### config.mk
export PLATFORM = sky130hd
export DESIGN_NAME = csrc_core
export DESIGN_NICKNAME = d
export VERILOG_FILES = /design/src/logic/csrc_pkg.sv /design/src/logic/csrc_core.sv
export VERILOG_INCLUDE_DIRS = /design/src /design/src/logic
export SDC_FILE = /design/constraint.sdc
export NUM_CORES = 1
export LEC_CHECK = 0
export BUFFER_PORTS_ARGS = -buffer_cell sky130_fd_sc_hd__buf_2
export CORE_MARGIN = 2
export CORE_UTILIZATION = 53
export DETAILED_ROUTE_END_ITERATION = 7
export GPL_ROUTABILITY_DRIVEN = 1
export GPL_TIMING_DRIVEN = 0
export PLACE_DENSITY = 0.77
export SLEW_MARGIN = 20
export SYNTH_ARGS = -nofsm -noshare
export SYNTH_HDL_FRONTEND = slang
export SYNTH_SLANG_ARGS = --single-unit
### constraint.sdc
create_clock -name i_mclk -period 1.74 [get_ports i_mclk]
set_clock_uncertainty 0.2 [all_clocks]
set_input_delay 0.174 -clock i_mclk [delete_from_list [all_inputs] [get_ports i_mclk]]
set_output_delay 0.174 -clock i_mclk [all_outputs]
set_load 0.005 [all_outputs]
### src/logic/csrc_defines.svh
`ifndef CSRC_DEFINES_SVH
`define CSRC_DEFINES_SVH

// output pin selector
`define CSRC_SEL_W 6
`define CSRC_SEL_CARRIER 6'h0E
`define CSRC_SEL_CLK192 6'h3F
`define CSRC_SEL_RESET `CSRC_SEL_CLK192
`define CSRC_CLK_DIV 192
`define CSRC_CLK_HALF 8'h60

// rssi arithmetic, half-dB units
`define CSRC_RSSI_OFFSET_HDB 148
`define CSRC_HYST_HDB 10'sh002
`define CSRC_REL_STEP_6DB 10'sh00C
`define CSRC_REL_STEP_10DB 10'sh014
`define CSRC_REL_STEP_14DB 10'sh01C
`define CSRC_ABS_LEVEL_MIN 4'h9
`define CSRC_GOAL_SPLIT 3'h5

// sync qualifier field
`define CSRC_SYNC_CS_BIT 2

// controller state numbers
`define CSRC_STNUM_STARTUP 5'h00
`define CSRC_STNUM_IDLE 5'h01
`define CSRC_STNUM_RX 5'h0D
`define CSRC_STNUM_RX_OVF 5'h11

// timing
`define CSRC_MCLK_PERIOD_NS 50
`define CSRC_XOSC_SETTLE_NS 100000
`define CSRC_XOSC_SETTLE_CYC ((`CSRC_XOSC_SETTLE_NS + `CSRC_MCLK_PERIOD_NS - 1) / `CSRC_MCLK_PERIOD_NS)
`define CSRC_RESET_COMMAND_STROBE_BUSY_CYC 4

`endif

### src/logic/csrc_pkg.sv
`default_nettype none
package csrc_pkg;

	typedef enum logic [1:0] {
		CSRC_REL_OFF,
		CSRC_REL_6DB,
		CSRC_REL_10DB,
		CSRC_REL_14DB
	} csrc_rel_step_e;

	typedef enum logic [1:0] {
		CSRC_ST_STARTUP,
		CSRC_ST_IDLE,
		CSRC_ST_RX,
		CSRC_ST_RX_OVF
	} csrc_state_e;

	typedef struct packed {
		logic [2:0] modem_config_two_sync_mode;
		logic [2:0] front_gain_ceiling;
		logic [1:0] digital_gain_ceiling;
		logic [3:0] absolute_detect_level;
		csrc_rel_step_e relative_detect_step;
		logic [2:0] channel_level_goal;
	} csrc_cfg_s;

	typedef struct packed {
		logic [4:0] controller_state_number;
		logic packet_status_carrier_bit;
		logic device_not_ready_flag;
	} csrc_status_s;

endpackage
`default_nettype wire

### src/logic/csrc_core.sv
`timescale 1ns/1ps
`default_nettype none
`include "csrc_defines.svh"

module csrc_core (
	input wire logic i_mclk,
	input wire logic i_reset_n,
	input wire csrc_pkg::csrc_cfg_s i_cfg,
	input wire logic i_rssi_valid,
	input wire logic [7:0] i_rssi,
	input wire logic i_reset_command_strobe,
	input wire logic i_cmd_rx,
	input wire logic i_cmd_idle,
	input wire logic i_cmd_flush_rx,
	input wire logic i_rx_fifo_overflow,
	input wire logic i_output_pin_selector_wr,
	input wire logic [5:0] i_output_pin_selector,
	input wire logic i_chip_select_low_n,
	output logic o_serial_out,
	output logic o_serial_out_oe,
	output logic o_general_output_pin_zero,
	output logic [5:0] o_output_pin_selector,
	output logic o_sync_search_en,
	output csrc_pkg::csrc_status_s o_status
);

	// typical threshold in dBm, half-dB units, index {front, digital}
	// one row per front ceiling, digital ceiling across
	localparam int THR_GOAL3 [32] = '{
		-195, -183, -171, -159,
		-188, -176, -165, -152,
		-181, -169, -157, -145,
		-176, -165, -153, -141,
		-171, -160, -147, -136,
		-168, -156, -144, -132,
		-164, -152, -140, -128,
		-158, -147, -134, -122
	};
	localparam int THR_GOAL7 [32] = '{
		-181, -169, -157, -145,
		-176, -164, -152, -140,
		-169, -157, -144, -132,
		-165, -153, -140, -128,
		-161, -149, -136, -124,
		-156, -144, -132, -120,
		-153, -140, -128, -116,
		-149, -136, -124, -112
	};
	localparam logic [11:0] SETTLE_CYC = 12'(`CSRC_XOSC_SETTLE_CYC);
	localparam logic [2:0] RESET_COMMAND_STROBE_CYC = 3'(`CSRC_RESET_COMMAND_STROBE_BUSY_CYC);

	logic rst_meta_q;
	logic rst_sync_q;
	logic cs_meta_q;
	logic cs_sync_q;
	logic soft_rst;
	csrc_pkg::csrc_state_e state_q;
	logic [11:0] settle_cnt_q;
	logic [2:0] reset_command_strobe_cnt_q;
	logic not_ready;
	logic signed [9:0] abs_thr;
	logic signed [9:0] rssi_ext;
	logic signed [9:0] prev_rssi_q;
	logic prev_valid_q;
	logic signed [9:0] rssi_delta;
	logic signed [9:0] rel_step;
	logic abs_flag_q;
	logic rel_flag_q;
	logic carrier;
	logic [5:0] selector_q;
	logic [7:0] div_cnt_q;
	logic div_clk_q;
	logic div_tick;
	logic pin_zero_q;
	logic serial_q;
	logic [4:0] state_num;

	// reset released through two stages so every flop leaves reset together
	always_ff @(posedge i_mclk or negedge i_reset_n) begin
		if (!i_reset_n) begin
			rst_meta_q <= 1'b0;
			rst_sync_q <= 1'b0;
		end else begin
			rst_meta_q <= 1'b1;
			rst_sync_q <= rst_meta_q;
		end
	end

	// chip select arrives from the pin, asynchronous to mclk
	always_ff @(posedge i_mclk or negedge rst_sync_q) begin
		if (!rst_sync_q) begin
			cs_meta_q <= 1'b1;
			cs_sync_q <= 1'b1;
		end else begin
			cs_meta_q <= i_chip_select_low_n;
			cs_sync_q <= cs_meta_q;
		end
	end

	assign soft_rst = i_reset_command_strobe;

	// oscillator settle after power-on; a reset strobe does not restart it
	always_ff @(posedge i_mclk or negedge rst_sync_q) begin
		if (!rst_sync_q) begin
			settle_cnt_q <= 12'h000;
		end else if (settle_cnt_q != SETTLE_CYC) begin
			settle_cnt_q <= settle_cnt_q + 12'h001;
		end
	end

	// reset strobe keeps the device busy for a few cycles
	always_ff @(posedge i_mclk or negedge rst_sync_q) begin
		if (!rst_sync_q) begin
			reset_command_strobe_cnt_q <= 3'h0;
		end else if (soft_rst) begin
			reset_command_strobe_cnt_q <= RESET_COMMAND_STROBE_CYC;
		end else if (reset_command_strobe_cnt_q != 3'h0) begin
			reset_command_strobe_cnt_q <= reset_command_strobe_cnt_q - 3'h1;
		end
	end

	// radio controller
	always_ff @(posedge i_mclk or negedge rst_sync_q) begin
		if (!rst_sync_q) begin
			state_q <= csrc_pkg::CSRC_ST_STARTUP;
		end else if (soft_rst && state_q != csrc_pkg::CSRC_ST_STARTUP) begin
			state_q <= csrc_pkg::CSRC_ST_IDLE;
		end else begin
			unique case (state_q)
				csrc_pkg::CSRC_ST_STARTUP: begin
					if (settle_cnt_q == SETTLE_CYC) begin
						state_q <= csrc_pkg::CSRC_ST_IDLE;
					end
				end
				csrc_pkg::CSRC_ST_IDLE: begin
					if (i_cmd_rx) begin
						state_q <= csrc_pkg::CSRC_ST_RX;
					end
				end
				csrc_pkg::CSRC_ST_RX: begin
					if (i_cmd_idle) begin
						state_q <= csrc_pkg::CSRC_ST_IDLE;
					end else if (i_rx_fifo_overflow) begin
						state_q <= csrc_pkg::CSRC_ST_RX_OVF;
					end
				end
				csrc_pkg::CSRC_ST_RX_OVF: begin
					if (i_cmd_idle || i_cmd_flush_rx) begin
						state_q <= csrc_pkg::CSRC_ST_IDLE;
					end
				end
			endcase
		end
	end

	always_comb begin
		unique case (state_q)
			csrc_pkg::CSRC_ST_STARTUP: state_num = `CSRC_STNUM_STARTUP;
			csrc_pkg::CSRC_ST_IDLE: state_num = `CSRC_STNUM_IDLE;
			csrc_pkg::CSRC_ST_RX: state_num = `CSRC_STNUM_RX;
			csrc_pkg::CSRC_ST_RX_OVF: state_num = `CSRC_STNUM_RX_OVF;
		endcase
	end

	// the busy window holds the host off until defaults are back
	assign not_ready = (state_q == csrc_pkg::CSRC_ST_STARTUP) || (reset_command_strobe_cnt_q != 3'h0);

	// absolute threshold in raw rssi units
	function automatic logic signed [9:0] calc_abs_thr(input csrc_pkg::csrc_cfg_s c);
		int idx;
		int base;
		int lvl;
		idx = int'({c.front_gain_ceiling, c.digital_gain_ceiling});
		// goals nearer 42 dB use the upper table
		if (c.channel_level_goal >= `CSRC_GOAL_SPLIT) begin
			base = THR_GOAL7[idx];
		end else begin
			base = THR_GOAL3[idx];
		end
		// -8 is outside the documented span, clamp to -7
		if (c.absolute_detect_level == 4'h8) begin
			lvl = int'($signed(`CSRC_ABS_LEVEL_MIN));
		end else begin
			lvl = int'($signed(c.absolute_detect_level));
		end
		base = base + `CSRC_RSSI_OFFSET_HDB + 2 * lvl;
		return 10'(base);
	endfunction

	assign abs_thr = calc_abs_thr(i_cfg);
	assign rssi_ext = 10'($signed(i_rssi));
	assign rssi_delta = rssi_ext - prev_rssi_q;

	always_comb begin
		unique case (i_cfg.relative_detect_step)
			csrc_pkg::CSRC_REL_OFF: rel_step = `CSRC_REL_STEP_6DB;
			csrc_pkg::CSRC_REL_6DB: rel_step = `CSRC_REL_STEP_6DB;
			csrc_pkg::CSRC_REL_10DB: rel_step = `CSRC_REL_STEP_10DB;
			csrc_pkg::CSRC_REL_14DB: rel_step = `CSRC_REL_STEP_14DB;
		endcase
	end

	// previous sample for the relative detector
	always_ff @(posedge i_mclk or negedge rst_sync_q) begin
		if (!rst_sync_q) begin
			prev_rssi_q <= 10'sh000;
			prev_valid_q <= 1'b0;
		end else if (soft_rst) begin
			prev_rssi_q <= 10'sh000;
			prev_valid_q <= 1'b0;
		end else if (i_rssi_valid) begin
			prev_rssi_q <= rssi_ext;
			prev_valid_q <= 1'b1;
		end
	end

	// absolute detector, only moves on a new sample or a reset strobe
	// hysteresis stops a level near threshold from chattering
	always_ff @(posedge i_mclk or negedge rst_sync_q) begin
		if (!rst_sync_q) begin
			abs_flag_q <= 1'b0;
		end else if (soft_rst) begin
			abs_flag_q <= 1'b0;
		end else if (i_rssi_valid) begin
			if (rssi_ext > abs_thr) begin
				abs_flag_q <= 1'b1;
			end else if (rssi_ext < abs_thr - `CSRC_HYST_HDB) begin
				abs_flag_q <= 1'b0;
			end
		end
	end

	// relative detector ignores the absolute level
	// step off clears at once instead of waiting for a sample
	always_ff @(posedge i_mclk or negedge rst_sync_q) begin
		if (!rst_sync_q) begin
			rel_flag_q <= 1'b0;
		end else if (soft_rst || i_cfg.relative_detect_step == csrc_pkg::CSRC_REL_OFF) begin
			rel_flag_q <= 1'b0;
		end else if (i_rssi_valid && prev_valid_q) begin
			if (rssi_delta >= rel_step) begin
				rel_flag_q <= 1'b1;
			end else if (rssi_delta <= -rel_step) begin
				rel_flag_q <= 1'b0;
			end
		end
	end

	assign carrier = abs_flag_q | rel_flag_q;

	// sync search only with carrier when the qualifier asks for it
	assign o_sync_search_en = (state_q == csrc_pkg::CSRC_ST_RX) &&
		(!i_cfg.modem_config_two_sync_mode[`CSRC_SYNC_CS_BIT] || carrier);

	// pin selector register, default restored by either reset
	always_ff @(posedge i_mclk or negedge rst_sync_q) begin
		if (!rst_sync_q) begin
			selector_q <= `CSRC_SEL_RESET;
		end else if (soft_rst) begin
			selector_q <= `CSRC_SEL_RESET;
		end else if (i_output_pin_selector_wr) begin
			selector_q <= i_output_pin_selector;
		end
	end

	// divide by 192: one-cycle tick every 96 cycles toggles the pin clock
	always_ff @(posedge i_mclk or negedge rst_sync_q) begin
		if (!rst_sync_q) begin
			div_cnt_q <= 8'h00;
		end else if (div_tick) begin
			div_cnt_q <= 8'h00;
		end else begin
			div_cnt_q <= div_cnt_q + 8'h01;
		end
	end

	assign div_tick = (div_cnt_q == `CSRC_CLK_HALF - 8'h01);

	always_ff @(posedge i_mclk or negedge rst_sync_q) begin
		if (!rst_sync_q) begin
			div_clk_q <= 1'b0;
		end else if (div_tick) begin
			div_clk_q <= ~div_clk_q;
		end
	end

	// unsupported selector codes drive low
	always_ff @(posedge i_mclk or negedge rst_sync_q) begin
		if (!rst_sync_q) begin
			pin_zero_q <= 1'b0;
		end else begin
			unique case (selector_q)
				`CSRC_SEL_CARRIER: pin_zero_q <= carrier;
				`CSRC_SEL_CLK192: pin_zero_q <= div_clk_q;
				default: pin_zero_q <= 1'b0;
			endcase
		end
	end

	// serial out shows not-ready while selected; high until ready
	always_ff @(posedge i_mclk or negedge rst_sync_q) begin
		if (!rst_sync_q) begin
			serial_q <= 1'b1;
		end else begin
			serial_q <= not_ready;
		end
	end

	assign o_serial_out = serial_q;
	assign o_serial_out_oe = !cs_sync_q;
	assign o_general_output_pin_zero = pin_zero_q;
	assign o_output_pin_selector = selector_q;
	always_comb begin
		o_status = '0;
		o_status.controller_state_number = state_num;
		o_status.packet_status_carrier_bit = carrier;
		o_status.device_not_ready_flag = serial_q;
	end

endmodule // csrc_core
`default_nettype wire

# --- After elaboration in Yosys (flattened, before gate mapping) ---
# Memory sizes are Yosys's and may differ from the RTL's.
# Cells that the tools add are included.
classes:
  eq_ne: 16
  bitwise_logic: 3
  n_mux: 33
  magnitude_cmp: 6
  n_reduce_logical: 23
  n_addsub: 8
ops:
  columns: ["operator", "n"]
  rows:
  - ["$mux 10", 7]
  - ["$ge 32x6->1 const B", 1]
  - ["$not 5->32", 1]
  - ["$pmux 10 s3", 1]
  - ["$pmux 5 s4", 1]
  - ["$add 12x1->12 const B", 1]
  - ["$eq 12x11->1 const B", 1]
  - ["$mux 2", 6]
  - ["$mux 6", 2]
  - ["$ne 12x11->1 const B", 1]
  - ["$add 10x10->10", 1]
  - ["$add 10x9->10 const B", 1]
  - ["$ge 10x10->1", 1]
  - ["$gt 8x10->1", 1]
  - ["$le 10x10->1", 1]
  - ["$lt 8x10->1", 1]
  - ["$mux 1", 10]
  - ["$neg 10->10", 1]
  - ["$reduce_bool 2->1", 5]
  - ["$sub 10x3->10 const B", 1]
  - ["$sub 8x10->10", 1]
  - ["$mux 9", 1]
  - ["$ne 3x3->1 const B", 3]
  - ["$reduce_bool 3->1", 3]
  - ["23 further kinds", 36]
word_totals:
  memories: 2
  romBits: 2048
  wordCells: 107
  output_inout_bits: 17
  inputBits: 41
  ff_bits: 51
memory_table:
  columns: ["name", "words", "word_bits", "rd", "rd_ports_with_merged_regs", "wr", "line", "text"]
  rows:
  - ["(name not given)", 32, 32, 1, 0, 0, "csrc_core.sv:178", "base = THR_GOAL3[idx];"]
  - ["(name not given)", 32, 32, 1, 0, 0, "csrc_core.sv:176", "base = THR_GOAL7[idx];"]

# --- Logic depth before layout (Yosys ltp) ---
# Gate-level depths: netlist of the first run.
depth:
  ltp_word: 13
  ltp_mapped: 23
  ltp_nobuf: 23

# --- Worst setup path after synthesis of the first run ---
# No wires, ideal clock.
synth_timing:
  path_type: "input port to flip-flop"
  from: "input i_cfg[10] (netlist bit)"
  to: "register abs_flag_q"
  stages: 21
  t_required_ns: 1.414
  t_arrival_ns: 4.419
  path_buffers: 0
  setup_ns: 0.126
  setup_slack_ns: -3.005
  cell_sequence: "inv_1 ha_1 nor2_1 nor2_1 nor2_1 a31oi_1 mux4_2 ha_1 fa_1 a211oi_1 nor2_2 a21o_2 a21oi_1 xnor2_1 nor3b_1 xor2_1 ha_1 nor4bb_1 o21ai_0 o2111ai_1 o21ai_2"
synth_via:
  elab_chain_len: 11
  word_cells_on_any_way: 18
  classes_between: "add/sub: 3; order compare: 2; mux: 8; bitwise: 1; reduce/logical: 2; memory: 2"
synth_rtl:
  columns: ["item", "line", "text"]
  rows:
  - ["from (decl)", "csrc_core.sv:8", "input wire csrc_pkg::csrc_cfg_s i_cfg,"]
  - ["$not 5->32 (implied by the code) *", "csrc_core.sv:176, csrc_core.sv:178", null]
  - ["$mem_v2 32x32, on equally long branches", null, null]
  - ["$mux 10, on equally long branches (2 in a row)", "csrc_core.sv:178, csrc_core.sv:176", null]
  - ["$mux 10 *", "csrc_core.sv:175", "if (c.channel_level_goal >= `CSRC_GOAL_SPLIT) begin"]
  - ["$add 10x9->10 (no line) *", null, null]
  - ["$add 10x10->10 *", "csrc_core.sv:186", "base = base + `CSRC_RSSI_OFFSET_HDB + 2 * lvl;"]
  - ["$sub 10x3->10 (no line) / $gt 8x10->1 (equally long branches)", null, null]
  - ["$lt 8x10->1 (no line) / $mux 1 (equally long branches)", null, null]
  - ["$reduce_bool 3->1 (no line) / $mux 1 (equally long branches)", null, null]
  - ["$reduce_and 2->1 (no line) / $mux 1 (equally long branches)", null, null]
  - ["to (signal assigned)", "csrc_core.sv:221", "abs_flag_q <= 1'b0;"]
  - ["to (signal assigned)", "csrc_core.sv:223", "abs_flag_q <= 1'b0;"]
  - ["to (signal assigned)", "csrc_core.sv:226", "abs_flag_q <= 1'b1;"]
  - ["to (decl)", "csrc_core.sv:67", "logic abs_flag_q;"]
# Every way passes the cells marked *; elsewhere a longest branch is shown, timed or not. The select of a mux whose other input is x is not followed.
# A chain may end at the register's enable or synchronous reset.

# --- Worst setup path in the final report of the first run ---
layout_timing:
  from: "input i_cfg[9] (netlist bit)"
  to: "register abs_flag_q"
# The elaborated chain is that of the path after synthesis.

==> results of run 1 <==
## metal layers
layer	routed length (um)	share of wire (%)	GRT usage [%]	vias up
met5	0	0	0	-
met4	150	1.4	6.28	0
li1	-	-	-	1965
met3	405	3.9	3.87	17
met1	4710	45	30.7	1898
met2	5140	49	42.0	85
## sequential cells by signal, indices dropped and copies added, names as in the netlist
register / cells
settle_cnt_q: 12
div_cnt_q: 8
prev_rssi_q: 8
o_output_pin_selector: 6
reset_command_strobe_cnt_q: 3
state_q: 2
abs_flag_q: 1
cs_meta_q: 1
cs_sync_q: 1
div_clk_q: 1
o_general_output_pin_zero: 1
o_serial_out: 1
prev_valid_q: 1
rel_flag_q: 1
rst_meta_q: 1
rst_sync_q: 1
## worst min path at each step
stage	from	endpoint	slack, ps	cells after the start
floorplan	i_reset_n	rst_meta_q$_DFF_PN0_	-320	0
global placement	i_reset_n	rst_meta_q$_DFF_PN0_	-240	1
detailed placement	i_reset_n	rst_meta_q$_DFF_PN0_	-230	1
CTS	i_rssi[1]	prev_rssi_q[1]$_DFFE_PN0P_	20	3
global route	i_rssi[1]	prev_rssi_q[1]$_DFFE_PN0P_	50	3
finish	i_rssi[1]	prev_rssi_q[1]$_DFFE_PN0P_	10	3
## cells by family (layout without fill, tap and decap cells)
group | after synthesis | in the layout | share of synthesized area [%]
flops | 49 | 49 | 28.1
compound gates | 116 | 116 | 17.1
other cells | 2 | 2 | 0.170
xor+xnor | 35 | 35 | 7.43
fa+ha+maj | 71 | 71 | 20.6
mux | 22 | 22 | 5.30
simple gates | 142 | 142 | 15.8
buf+inv | 61 | 166 | 5.53
## synth_stat cells (3+ instances only)
cell type / number
o211ai_1: 6
o21ai_0: 30
nand4_1: 3
buf_4: 4
nand3_1: 20
xnor2_1: 22
dfstp_2: 9
inv_1: 41
o21bai_1: 3
nand2b_1: 6
nor3b_1: 6
a21oi_1: 28
xor2_1: 11
nor3_1: 9
ha_1: 67
nor2b_1: 8
dfrtp_1: 40
a211oi_1: 6
clkbuf_1: 13
mux2i_1: 20
and3_1: 5
nor2_1: 43
o21a_1: 10
a31oi_1: 4
o31a_1: 4
fa_1: 3
nand2_1: 29
## report_power, final
part / internal, mW / total (mW) / switching [mW]
Sequential: 1.24 / 1.33 / 0.0854
Combinational: 1.10 / 2.28 / 1.18
Clock: 0.286 / 0.703 / 0.416
Total: 2.63 / 4.31 / 1.68
## cell type report
cell class              instances  share of cell area, %
flip-flops and latches         49                   22.1
multi-input cells             388                   57.1
clock inverters                 3                  0.379
repair buffers                 97                   12.1
clock buffers                   5                   1.23
inverters                      42                   2.94
plain buffers                  19                   1.87
well taps                     105                   2.34
## through the flow
stage	hold WS (ps)	utilization, %	setup slack [ps]
after global routing	48.3	69.0	-2770
after detailed placement	-234	60.3	-3170
after global placement	-241	60.1	-3150
after floorplan	-322	-	-2480
final	11.6	69.0	-2600
after CTS	15.2	66.9	-2530
## tightest hold or removal path: cells and delay by family
family	cells	cell delay (ps)
muxes	1	90
and+or+nand+nor	1	80
buffers and inverters	1	140
## what timing repair did
action / 4_1_cts / 5_1_grt
endpoints found under the setup margin: 11 / 13
endpoints found under the hold margin: 27 / 0
resized for setup: 37 / 30
pin swaps: 31 / 14
hold buffers: 19 / 0
setup buffers: 18 / 6
==> run summary, run 1 <==
status -> finished with violations
violated checks -> setup timing
design area -> 5620 um2
DR vias/cell -> 5.60
dpl cells -> 657
DR WL/cell -> 14.7 um
Worst Setup Path Type -> input pin to flip-flop
number of remaining DRC errors -> 0
Filler cells -> 634
initial antenna violation count -> 0
Sequential cell area -> 1240 um2
IO buf count -> 53
startpoint type of the worst setup path -> input pin
CTS tree -> yes
DIE HEIGHT -> 95.2 um
Final Total Pwr -> 4.31 mW
Post-Syn Instances -> 498
Mapped Area -> 4410 um2
normalized max-slew margin -> 52.1%
Peak VDD IR -> 0.565 mV
CTS buffer count -> 5
post-synth net total -> 609
Non-Filler Instances -> 708
chip width -> 95.2 um
Syn. warnings -> 0
CP top delay family -> adder cells
die area -> 9070 um2
number of diodes -> 0
top cell type's share of synthesized area -> 22.7%
Skew-Pair Late Insertion Delay -> 310 ps
Hold Crit Class -> input pin to flip-flop
final setup fails -> 4
HPWL after DPL -> 7.50 mm
clock slew at reported path FFs -> 100 ps
Critical Path RT -> 1740 ps
final net count -> 713
number of cell rows -> 33
clock root buffer master -> clkbuf_8
routability congestion estimate -> 0.910
RR Endpoint -> rel_flag_q$_DFFE_PN0P_
CP max stage cell -> mux4_2
first-pass detailed-route iteration total -> 4
H-tree depth -> 2
P_leak -> 2.59 nW
pwr dens -> 767 nW/um2
layout cell share with drive strength beyond 1 -> 27.7%
Worst EP arrival -> 4350 ps
critical-path cell list -> buf_12 -> clkinvlp_4 -> ha_4 -> nor2_4 -> nor2_1 -> nor2_1 -> a31oi_1 -> mux4_2 -> ha_4 -> ha_1 -> a211oi_1 -> o21bai_1 -> a21oi_2 -> o21bai_1 -> ha_1 -> nand4_1 -> nor2_2 -> nand3b_1 -> or3_1 -> o2111ai_2 -> o21ai_2
max-slew violations -> 0
GRT Total Usage -> 24.0%
clock buffer depth -> 2
fmax -> 230 MHz
most frequent cells in the layout -> 55 x ha_1, 54 x buf_2, 39 x nor2_1
largest net degree at the start of global routing -> 34
Final Cycle Share -> 249%
Setup TNS -> -3660 ps
sequential element share of the synthesized area -> 28.1%
initial core utilization -> 54.2%
Final Hold Viols -> 0
syn avg cell area -> 8.86 um2
area of the multi-input gates -> 3210 um2
WL final -> 10.4 mm
fin crit period -> 4340 ps
Starting DRT DRC Count -> 149
vias -> 3,965
post-synth top area cell -> dfrtp_1
Detail Route Antenna Nets -> 0
Reg2Reg Launch Point -> prev_rssi_q[0]$_DFFE_PN0P_
most common cell after layout, fill and taps aside -> ha_1
top_reg_cell synth -> dfrtp_1
CP Launch Point -> i_cfg[9]
CP Depth -> 21
FF-to-FF path depth -> 13
IO Count -> 58
end of the critical path -> abs_flag_q$_DFFE_PN0P_
Area contributors post-synth -> dfrtp_1 23%, ha_1 19%, dfstp_2 5.4%
Post-DP Area -> 4910 um2
clk sinks -> 49
max-cap violations -> 0
CP endpoint kind -> flip-flop
unrepaired setup endpoints after global routing -> yes
overflow left after global routing -> 0
CP Max Fanout -> 6
ys async rst share -> 100%
first-pass GRT wire length -> 17.5 mm
core area -> 8130 um2
max incr delay on CP -> 520 ps
EDFF count, synth -> 0
setup ws final -> -2600 ps
vias in the first global route -> 3,934
Buf/Inv on CP -> 2
flops & latches, synth -> 49
post-synth cell types -> 64
r2r setup slk -> -950 ps
worst-margin pin slew -> 718 ps
Syn-to-layout area delta -> 27.3%
Note: power is estimated with default switching activity, not from simulation.
==> run 2: changes to the inputs <==
--- a/config.mk
+++ b/config.mk
@@ -13,6 +13,7 @@
 export GPL_ROUTABILITY_DRIVEN = 1
 export GPL_TIMING_DRIVEN = 0
 export PLACE_DENSITY = 0.77
+export RECOVER_POWER = 100
 export SLEW_MARGIN = 20
 export SYNTH_ARGS = -nofsm -noshare
 export SYNTH_HDL_FRONTEND = slang
==> run 2 against run 1 <==
Net effect: the flow still finishes with violations (setup timing); global-route usage unchanged; die area is the same; sequential power is essentially flat; first-iteration DRC count down 8.7%; setup slack worse by 5.3 ps; combinational power is essentially flat; non-clock buffer count is the same; sequential cell count unchanged; largest cell class unchanged; largest power group unchanged.
==> run summary, run 2 (synthesis results as in run 1) <==
status -> finished with violations
violated checks -> setup timing
worst-margin pin slew -> 820 ps (+101 ps)
HPWL after DPL -> 7.50 mm (unchanged)
routability congestion estimate -> 0.910 (unchanged)
GRT Total Usage -> 24.0% (unchanged)
max reg flops -> 12 (unchanged)
Skew-Pair Late Insertion Delay -> 310 ps (about the same)
WL final -> 10.4 mm (unchanged)
chip width -> 95.2 um (unchanged)
CP Max Fanout -> 6 (unchanged)
Hold Crit Class -> input pin to flip-flop
normalized max-slew margin -> 45.4% (-6.8 points)
layout cell share with drive strength beyond 1 -> 25.9% (-1.8 points)
vias -> 3,970 (+0.13%)
clk sinks -> 49 (unchanged)
Reg2Reg Launch Point -> prev_rssi_q[0]$_DFFE_PN0P_
Critical Path RT -> 1740 ps (about the same)
overflow left after global routing -> 0 (unchanged)
dpl cells -> 657 (unchanged)
final net count -> 713 (unchanged)
DR WL/cell -> 14.7 um (unchanged)
number of cell rows -> 33 (unchanged)
Detail Route Antenna Nets -> 0 (unchanged)
Final Hold Viols -> 0 (unchanged)
IO buf count -> 53 (unchanged)
most common cell after layout, fill and taps aside -> ha_1
DR top layer -> met4
CP endpoint kind -> flip-flop
r2r setup slk -> -950 ps (about the same)
Non-Filler Instances -> 708 (unchanged)
Core Util, Final -> 68.3% (-0.71 points)
H-tree depth -> 2 (unchanged)
number of remaining DRC errors -> 0 (unchanged)
clock buffer depth -> 2 (unchanged)
clock slew at reported path FFs -> 100 ps (about the same)
vias in the first global route -> 3,934 (unchanged)
final setup fails -> 7 (+3)
Hold Slack -> 10.9 ps (-0.702 ps)
startpoint type of the worst setup path -> input pin
fmax -> 230 MHz (-0.12%)
DIE HEIGHT -> 95.2 um (unchanged)
Worst Setup Path Type -> input pin to flip-flop
Final Cycle Share -> 250% (+0.30 points)
biggest regs -> settle_cnt_q (12), div_cnt_q (8), prev_rssi_q (8)
DR vias/cell -> 5.61 (+0.13%)
met3 WL -> 463 um (+14%)
CTS buffer count -> 5 (unchanged)
max incr delay on CP -> 520 ps (about the same)
largest net degree at the start of global routing -> 34 (unchanged)
met1 WL -> 4.63 mm (-1.8%)
core area -> 8130 um2 (unchanged)
P_leak -> 2.57 nW (-0.80%)
Peak VDD IR -> 0.564 mV (-0.12%)
clock root buffer master -> clkbuf_8
Syn-to-layout area delta -> 26.0%
first-pass GRT wire length -> 17.5 mm (unchanged)
pwr dens -> 772 nW/um2 (+0.59%)
RR Endpoint -> rel_flag_q$_DFFE_PN0P_
IO Count -> 58 (unchanged)
max-cap violations -> 0 (unchanged)
first-pass detailed-route iteration total -> 4 (unchanged)
initial core utilization -> 54.2% (unchanged)
CTS tree -> yes
Top reg by flops -> settle_cnt_q
number of diodes -> 0 (unchanged)
Starting DRT DRC Count -> 136 (-8.7%)
critical-path cell list -> buf_12 -> clkinvlp_4 -> ha_4 -> nor2_4 -> nor2_1 -> nor2_1 -> a31oi_1 -> mux4_2 -> ha_4 -> ha_1 -> a211oi_1 -> o21bai_1 -> a21oi_2 -> o21bai_1 -> ha_1 -> nand4_1 -> nor2_2 -> nand3b_1 -> or3_1 -> o2111ai_2 -> o21ai_2
unrepaired setup endpoints after global routing -> yes
fin crit period -> 4350 ps (+5.30 ps)
hold path cells -> 3 (unchanged)
most frequent cells in the layout -> 56 x ha_1, 51 x buf_2, 40 x nor2_1, 40 x dfrtp_1, 36 x inv_1
setup ws final -> -2610 ps (-5.30 ps)
FF-to-FF path depth -> 12 (-1)
Setup TNS -> -3790 ps (-134 ps)
die area -> 9070 um2 (unchanged)
CP max stage cell -> mux4_2
Worst Hold End -> prev_rssi_q[1]$_DFFE_PN0P_
HP Start -> i_rssi[1]
metal2 WL -> 5.17 mm (+0.56%)
max-slew violations -> 0 (unchanged)
Worst EP arrival -> 4350 ps (about the same)
initial antenna violation count -> 0 (unchanged)
-- run 2: changes by cell type in the layout (fill, tap and decap cells not counted), sizes merged --
cell	change
buf	-9
clkbuf	+9
-- run 2: worst max path at each step --
| stage | endpoint | cells after the start | slack, ps | start |
|---|---|---|---|---|
| 3_3_place_gp | abs_flag_q$_DFFE_PN0P_ | 23 | -3150 | i_cfg[10] |
| 3_5_place_dp | abs_flag_q$_DFFE_PN0P_ | 23 | -3170 | i_cfg[10] |
| 5_1_grt | abs_flag_q$_DFFE_PN0P_ | 24 | -2770 | i_cfg[9] |
| 2_1_floorplan | abs_flag_q$_DFFE_PN0P_ | 21 | -2480 | i_cfg[10] |
| 4_1_cts | abs_flag_q$_DFFE_PN0P_ | 22 | -2530 | i_cfg[9] |
| 6_report | abs_flag_q$_DFFE_PN0P_ | 21 | -2610 | i_cfg[9] |
-- run 2: cell type report --
type | instances | area [um2]
plain buffers | 19 | 105
clock buffers | 5 | 68.8
clock inverters | 3 | 21.3
fillers | 646 | 2580
inverters | 42 | 165
multi-input cells | 388 | 3180
flip-flops and latches | 49 | 1240
well taps | 105 | 131
repair buffers | 97 | 652
-- run 2: stage by stage --
| stage | instance area (um2) | setup WS, ps | total power, mW |
|---|---|---|---|
| 6_report | 5560 | -2610 | 4.29 |
| 5_1_grt | 5560 | -2770 | 4.63 |
| 4_1_cts | 5450 | -2530 | 4.18 |
| 3_5_place_dp | 4910 | -3170 | 3.23 |
| 3_3_place_gp | 4890 | -3150 | 3.14 |
| 2_1_floorplan | 4490 | -2480 | 2.76 |
-- run 2: metal layers --
layer | vias up | global-route usage (%)
met2 | 94 | 42.0
met3 | 17 | 3.87
met4 | 0 | 6.28
met5 | - | 0
met1 | 1893 | 30.7
li1 | 1966 | -
-- run 2: what timing repair did --
| item | 4_1_cts | 5_1_grt |
|---|---|---|
| buffers inserted | 18 | 6 |
| setup endpoints to repair | 11 | 13 |
| hold endpoints to repair | 27 | 0 |
| pin swaps | 31 | 14 |
| hold buffers | 19 | 0 |
| gates resized for setup | 37 | 30 |
-- run 2: critical path: cells and delay by family --
kind	cells	cell delay (ps)
muxes	1	520
buffers and inverters	2	230
AOI/OAI and AO/OA	7	990
adders and majority gates	4	1240
and+or+nand+nor	7	1200
-- run 2: power by group --
group | internal, mW | switching [mW] | leakage (nW)
clock network | 0.286 | 0.419 | 0.0445
registers | 1.24 | 0.0768 | 0.609
logic | 1.09 | 1.18 | 1.92
total | 2.62 | 1.67 | 2.57
